--- src/rtl/mrl_pkg.sv ---
// Package: opcode fields and widths for the multiply/rotate/latch datapath
package mrl_pkg;
  localparam int DATA_W = 8;
  localparam int PROD_W = 16;
  // Top byte (bits 15:8) selecting each operation
  localparam logic [7:0] MULTIPLY_LITERAL_OP_CODE = 8'hbc;
  localparam logic [7:0] MULTIPLY_FILE_OP_CODE = 8'h34;
  // Top seven bits (bits 15:9); bit 8 is the destination bit
  localparam logic [6:0] ROTATE_LEFT_NOCARRY_OP_CODE = 7'h11;
  localparam logic [6:0] ROTATE_RIGHT_CARRY_OP_CODE = 7'h0c;
  // Top six bits (bits 15:10); bit 9 picks the byte, bit 8 is unused
  localparam logic [5:0] LATCH_READ_OP_CODE = 6'h28;
  // Field positions
  localparam int DEST_BIT = 8;
  localparam int BYTE_SEL_BIT = 9;
  localparam logic DEST_WORKING = 1'b0;
  localparam logic BYTE_SEL_HIGH = 1'b1;
  // Reset values
  localparam logic [15:0] PRODUCT_RESET = 16'h0000;
  localparam logic [7:0] WORKING_RESET = 8'h00;
  localparam logic CARRY_RESET = 1'b0;
endpackage : mrl_pkg

--- src/rtl/mrl_datapath.sv ---
// Execution datapath: multiply, rotate and table-latch read
`timescale 1ns/1ps
module mrl_datapath
  import mrl_pkg::*;
(
  // Clock and reset
  input wire logic clk_sys_i,
  input wire logic rst_n_i,
  // Instruction from decoder, one per cycle when valid
  input wire logic instr_valid_i,
  input wire logic [15:0] instr_i,
  // File register read data for the addressed register
  input wire logic [DATA_W-1:0] file_rdata_i,
  // Table latch contents (owned outside)
  input wire logic [DATA_W-1:0] table_latch_high_i,
  input wire logic [DATA_W-1:0] table_latch_low_i,
  // File register write-back
  output logic file_we_o,
  output logic [7:0] file_addr_o,
  output logic [DATA_W-1:0] file_wdata_o,
  // Architectural state held here
  output logic [DATA_W-1:0] working_register_o,
  output logic [DATA_W-1:0] product_high_o,
  output logic [DATA_W-1:0] product_low_o,
  output logic carry_o
);
  // ****************************************
  // Decode
  // ****************************************
  wire is_mul_lit;
  wire is_mul_file;
  wire is_rot_left;
  wire is_rot_right;
  wire is_latch_read;
  wire dest_file;
  wire [DATA_W-1:0] literal;
  wire [DATA_W-1:0] mul_b;
  wire mul_load;
  wire [DATA_W-1:0] rot_left_val;
  wire [DATA_W-1:0] rot_right_val;
  wire [DATA_W-1:0] latch_byte;
  wire rotate;
  wire [DATA_W-1:0] rot_val;
  wire [PROD_W-1:0] product;

  assign is_mul_lit = instr_valid_i && instr_i[15:8] == MULTIPLY_LITERAL_OP_CODE;
  assign is_mul_file = instr_valid_i && instr_i[15:8] == MULTIPLY_FILE_OP_CODE;
  assign is_rot_left = instr_valid_i && instr_i[15:9] == ROTATE_LEFT_NOCARRY_OP_CODE;
  assign is_rot_right = instr_valid_i && instr_i[15:9] == ROTATE_RIGHT_CARRY_OP_CODE;
  assign is_latch_read = instr_valid_i && instr_i[15:10] == LATCH_READ_OP_CODE;
  assign dest_file = instr_i[DEST_BIT] != DEST_WORKING;
  assign literal = instr_i[7:0];

  // ****************************************
  // Multiply
  // ****************************************
  assign mul_load = is_mul_lit || is_mul_file;
  assign mul_b = is_mul_lit ? literal : file_rdata_i;

  mrl_multiplier u_mult (
    .clk_sys_i(clk_sys_i),
    .rst_n_i(rst_n_i),
    .load_i(mul_load),
    .op_a_i(working_register_o),
    .op_b_i(mul_b),
    .product_o(product)
  );
  assign product_high_o = product[15:8];
  assign product_low_o = product[7:0];

  // ****************************************
  // Rotate and latch select
  // ****************************************
  assign rot_left_val = {file_rdata_i[6:0], file_rdata_i[7]};
  assign rot_right_val = {carry_o, file_rdata_i[7:1]};
  assign rotate = is_rot_left || is_rot_right;
  assign rot_val = is_rot_left ? rot_left_val : rot_right_val;
  // Latch is only read here; no path writes it back
  assign latch_byte = (instr_i[BYTE_SEL_BIT] == BYTE_SEL_HIGH) ?
                      table_latch_high_i : table_latch_low_i;

  // ****************************************
  // State and write-back
  // ****************************************
  // Working register only changes on rotate to W; multiplies never touch it
  always_ff @(posedge clk_sys_i or negedge rst_n_i) begin
    if (!rst_n_i) begin
      working_register_o <= WORKING_RESET;
    end else if (rotate && !dest_file) begin
      working_register_o <= rot_val;
    end
  end

  // Carry moves only on rotate right; multiplies keep all flags
  always_ff @(posedge clk_sys_i or negedge rst_n_i) begin
    if (!rst_n_i) begin
      carry_o <= CARRY_RESET;
    end else if (is_rot_right) begin
      carry_o <= file_rdata_i[0];
    end
  end

  always_ff @(posedge clk_sys_i or negedge rst_n_i) begin
    if (!rst_n_i) begin
      file_we_o <= 1'b0;
      file_addr_o <= 8'h00;
      file_wdata_o <= 8'h00;
    end else begin
      file_we_o <= (rotate && dest_file) || is_latch_read;
      file_addr_o <= instr_i[7:0];
      file_wdata_o <= is_latch_read ? latch_byte : rot_val;
    end
  end
endmodule // mrl_datapath

--- src/rtl/mrl_multiplier.sv ---
// Unsigned 8x8 multiplier, registered
`timescale 1ns/1ps
module mrl_multiplier
  import mrl_pkg::*;
(
  // Clock and reset
  input wire logic clk_sys_i,
  input wire logic rst_n_i,
  // Operands
  input wire logic load_i,
  input wire logic [DATA_W-1:0] op_a_i,
  input wire logic [DATA_W-1:0] op_b_i,
  // Result
  output logic [PROD_W-1:0] product_o
);
  wire [PROD_W-1:0] next_product;

  // Unsigned: both operands zero-extended, so no overflow is possible
  assign next_product = PROD_W'(op_a_i) * PROD_W'(op_b_i);

  always_ff @(posedge clk_sys_i or negedge rst_n_i) begin
    if (!rst_n_i) begin
      product_o <= PRODUCT_RESET;
    end else if (load_i) begin
      product_o <= next_product;
    end
  end
endmodule // mrl_multiplier

--- config.mk ---
export PLATFORM = sky130hd
export DESIGN_NAME = mrl_datapath
export DESIGN_NICKNAME = d
export VERILOG_FILES = /design/src/rtl/mrl_pkg.sv /design/src/rtl/mrl_datapath.sv /design/src/rtl/mrl_multiplier.sv
export SDC_FILE = /design/constraint.sdc
export NUM_CORES = 1
export LEC_CHECK = 0
export ABC_AREA = 1
export ABC_CLOCK_PERIOD_IN_PS = 4400
export BUFFER_PORTS_ARGS = -buffer_cell sky130_fd_sc_hd__buf_2
export CELL_PAD_IN_SITES_DETAIL_PLACEMENT = 2
export CELL_PAD_IN_SITES_GLOBAL_PLACEMENT = 2
export CORE_AREA = 5 5 125 115
export CTS_CLUSTER_DIAMETER = 150
export DETAILED_ROUTE_END_ITERATION = 8
export DIE_AREA = 0 0 130 120
export MAX_ROUTING_LAYER = met4
export PLACE_DENSITY = 0.87
export SETUP_SLACK_MARGIN = 0.5
export SLEW_MARGIN = 20
export SYNTH_ARGS = -nofsm -noshare
export SYNTH_HDL_FRONTEND = slang
export SYNTH_SLANG_ARGS = --single-unit
--- constraint.sdc ---
create_clock -name clk_sys_i -period 4.4 [get_ports clk_sys_i]
set_input_delay 0.66 -clock clk_sys_i [delete_from_list [all_inputs] [get_ports clk_sys_i]]
set_output_delay 0.66 -clock clk_sys_i [all_outputs]
set_load 0.01 [all_outputs]
# After elaboration in Yosys (flattened, before gate mapping)
# Index checks and enable logic that the tools add are counted.
# word_totals
reg_bits	42
input_bits	43
wordCells	27
# classes
multipliers	1
n_eq_ne	5
mux	4
reduce_logical	11
# op_table
op	n
$mux 8	4
$mul 8x8->16	1
$eq 8x6->1 const B	1
$eq 8x8->1 const B	1
$eq 7x4->1 const B	1
$eq 7x5->1 const B	1
$logic_and 1x1->1	7
$eq 6x6->1 const B	1
$logic_or 1x1->1	3
$logic_not 1->1	1

# Longest topological paths before layout
# depth
depth_word	5
ltp_mapped	26
depth_no_buf	25

# Hierarchy
# Synthesis repeated with hierarchy kept, for this count alone.
# hier_totals
cells_unflattened	591
hier_area_um2	4423.0
# modules_own_cells
mod	instances	cells_per_inst	area_each_um2	seq_area_each_um2
mrl_multiplier	1	433	2951.6	400.4
mrl_datapath	1	158	1471.4	650.6

# Worst setup path before layout
# No wires, ideal clock.
# synth_path
path_kind	input -> register
from	input instr_i[9]
to	register u_mult.product_o[9]
setup_time_ps	117
arrival_ps	4724
slack_ps	-442
cell_stages	23
cell_sequence	buf_6 -> nor3_4 -> nand2_4 -> buf_6 -> nand2_2 -> o21ai_4 -> inv_2 -> nand2_1 -> fa_1 -> fa_1 -> inv_1 -> fa_1 -> inv_1 -> fa_1 -> inv_1 -> ha_1 -> nand2_1 -> inv_1 -> nand2_1 -> nand2_1 -> or2_2 -> nand3_1 -> nand2_1
# synth_via
elab_chain_cells	4
word_cells_on_any_way	7
classes_between	1 x mul; 2 x eq/ne; 1 x mux; 3 x reduce/logical
# synth_rtl
item	line	rtl
start: declaration	mrl_datapath.sv:11	input wire logic [15:0] instr_i,
$eq 8x8->1	mrl_datapath.sv:46	assign is_mul_lit = instr_valid_i && instr_i[15:8] == MULTIPLY_LITERAL_OP_CODE;
$logic_and 1x1->1	mrl_datapath.sv:46	
$mux 8	mrl_datapath.sv:58	assign mul_b = is_mul_lit ? literal : file_rdata_i;
$mul 8x8->16	mrl_multiplier.sv:19	assign next_product = PROD_W'(op_a_i) * PROD_W'(op_b_i);
end signal: assignment	mrl_multiplier.sv:25	product_o <= next_product;
end: declaration	mrl_multiplier.sv:14	output logic [PROD_W-1:0] product_o
# Parallel ways exist; a longest one is shown, timed or not.
# A chain may end at the register's enable or synchronous reset.

# Worst setup path in the final report
# layout_path
from	input instr_i[14]
to	register u_mult.product_o[12]
# The elaborated chain is that of the path after synthesis.

==> impl_metrics.json <==
{
  "worst_pin_slew_ns": 1.05,
  "ioPinCount": 85,
  "rows": 40,
  "drc_errors": 0,
  "place_hpwl_mm": 14.1,
  "vias_per_cell": 5.36,
  "routed_wl_mm": 23.2,
  "dp_slack_ns": -0.732,
  "synth_area_um2": 4180,
  "synth-seq-area-share_pct": 25.2,
  "coreArea_um2": 13000,
  "worstPathMaxFanout": 7,
  "finalHoldViolCount": 0,
  "postCtsHoldBufs": 0,
  "firstDrtPassIters": 5,
  "grt_overflow": 0,
  "fin_cells": 836,
  "skew_ns": 0.00777,
  "insertion_delay_ns": 0.31,
  "yosys.cell_types.count": 34,
  "violations": "negative setup slack",
  "cts_sinks": 42,
  "finalSetupViolCount": 10,
  "io_buffers": 84,
  "fin_crit_ns": 4.91,
  "clock_path_buffers": 2,
  "final_nets": 781,
  "placedCellCount": 803,
  "clkTransAtPathRegs_ns": 0.07,
  "cp_top_family": "adder cells",
  "worst_slack_ns": -0.507,
  "power.density_nw_per_um2": 974,
  "cp_data_arrival_time_ns": 5.09,
  "drive_gt1_share_pct": 47.7,
  "grt_pass1_wl_mm": 31.4,
  "cts_made_buffers": 5,
  "worstPathRequired_ns": 4.59,
  "area_delta_synth_final_pct": 43.6,
  "slew_viol_final": 0,
  "yosys_warnings": 0,
  "status": "complete, but fails checks",
  "cts_tree": "built",
  "p_leak_nw": 3.21,
  "grt_max_degree": 43,
  "setup_tns_ns": -3.69,
  "postRouteAntennaNets": 0,
  "die_w_um": 130,
  "syn_avg_cell_area_um2": 8.11,
  "maxSlewHeadroom_pct": 30.0,
  "cp-start-kind": "primary input",
  "fin_area_um2": 6000,
  "max_freq_mhz": 204,
  "min_path_type": "primary input to async pin",
  "wire_per_inst_um": 27.7,
  "cts_root_buf": "clkbuf_16",
  "peakVddDrop_uv": 475,
  "die_h_um": 120,
  "syn_inst": 515,
  "cp_common_cell": "nand2_1",
  "ys_ff_latch": 42,
  "die-area_um2": 15600,
  "drv_cap": 0,
  "vias": 4477,
  "drtIter0Drc": 273,
  "worst_path_largest_cell_delay_ns": 0.52,
  "gp_congestion": 0.891,
  "rsz0062_at_grt": "true",
  "cp-end-kind": "register",
  "antenna_found_initial": 1,
  "fin_crit_sh_pct": 112,
  "start_util_pct": 32.1,
  "syn-num-nets": 630,
  "path_class": "primary input to register",
  "cp_slowest_cell": "fa_1",
  "timing.hold.ws_ns": 0.361,
  "dpl-instance-area_um2": 5220,
  "htreeDepth": 2,
  "grt.total_usage_pct": 27.9,
  "grt_pass1_vias": 5017,
  "crit_buf_inv": 7
}
-- report_power, final --
group          total, mW  switching (mW)  internal [mW]
registers          0.496          0.0494          0.447
logic               4.94            2.97           1.97
clock network      0.405           0.194          0.211
-- kinds of logic after synthesis --
kind of cell             count (synthesis)  share of synthesized area, %
AO/OA/AOI/OAI                           43                          8.75
XOR/XNOR                                 6                          1.26
adder cells (fa/ha/maj)                 72                          28.0
buffers and inverters                  106                          10.4
flip-flops                              42                          25.2
multiplexers                             8                          1.92
AND/OR/NAND/NOR                        238                          24.5
-- layout make-up --
cell class              count  area [um^2]
fillers                  1453         7010
diodes                      1         2.50
inverters                  98          370
multi-input cells         367         3180
repair buffers            152         1040
well taps                 168          210
clock buffers               5          125
clock inverters             3         21.3
flip-flops and latches     42         1050
-- final timing paths --
| check | slack, ns | startpoint | end | depth (start not counted) |
|---|---|---|---|---|
| worst min-delay path | 0.36 | rst_n_i | working_register_o[2] | 1 |
| min in group clk_sys_i | 0.49 | u_mult.product_o[2] | u_mult.product_o[2] | 2 |
| worst max-delay path | -0.51 | instr_i[14] | u_mult.product_o[12] | 26 |
| worst max register to register | -0.04 | working_register_o[2] | u_mult.product_o[15] | 17 |
| max in group asynchronous | 3.62 | rst_n_i | u_mult.product_o[8] | 1 |
| worst min register to register | 0.49 | u_mult.product_o[2] | u_mult.product_o[2] | 2 |
-- Yosys cell counts, drive strengths merged --
| cell | count | share of area (%) |
|---|---|---|
| or2 | 4 | 0.60 |
| buf | 8 | 1.6 |
| nand3b | 1 | 0.18 |
| nor2 | 62 | 5.7 |
| o21ai | 38 | 7.9 |
| nand2 | 139 | 13 |
| fa | 36 | 17 |
| nand3 | 19 | 2.3 |
| mux2i | 8 | 1.9 |
| xnor2 | 3 | 0.63 |
| and2 | 1 | 0.15 |
| xor2 | 3 | 0.63 |
| nor4 | 1 | 0.15 |
| dfrtp | 42 | 25 |
| a21oi | 5 | 0.87 |
| nor3 | 3 | 0.75 |
| nand4 | 8 | 1.6 |
| clkinv | 1 | 0.090 |
| ha | 36 | 11 |
| inv | 97 | 8.7 |
-- metal layers --
metal	GRT usage, %	wire length, um	vias up	part of all wire [%]
met5	-	0	-	0
met4	7.66	993	0	4.3
met3	4.05	794	63	3.4
met2	48.8	11800	155	51
met1	33.4	9590	2373	41
li1	-	-	1886	-
-- flip-flops by register name, summed over array words and instances, names as in the netlist --
signal / count
carry_o: 1
u_mult.product_o: 16
working_register_o: 8
file_addr_o: 8
file_we_o: 1
file_wdata_o: 8
-- metrics by stage --
stage	utilization [%]	total power [mW]
after detailed placement	40.1	3.89
after floorplan	-	2.61
final	46.1	5.84
after CTS	44.0	5.04
after global placement	40.1	3.51
after global routing	46.1	6.13
-- timing repair --
item | in CTS | in global routing
endpoints found under the setup margin | 11 | 12
resized for setup | 76 | 56
buffers inserted | 14 | 10
pin swaps | 54 | 49
-- placed cells by master (no fill, tap or decap), types with 3 or more instances in the layout --
cell type  instances
buf_2             78
buf_4             55
buf_6             15
clkbuf_16          5
dfrtp_1           42
fa_1              28
fa_2               8
ha_1              28
ha_4               6
inv_1             75
inv_2             21
mux2i_1            8
nand2_1           97
nand2_2           34
nand2_4            8
nand3_1            5
nand3_2           10
nand3_4            4
nand4_1            7
nor2_1            37
nor2_2            17
nor2_4             8
o21ai_0            3
o21ai_1            8
o21ai_2           19
o21ai_4            8
(Power assumes the default switching activity.)
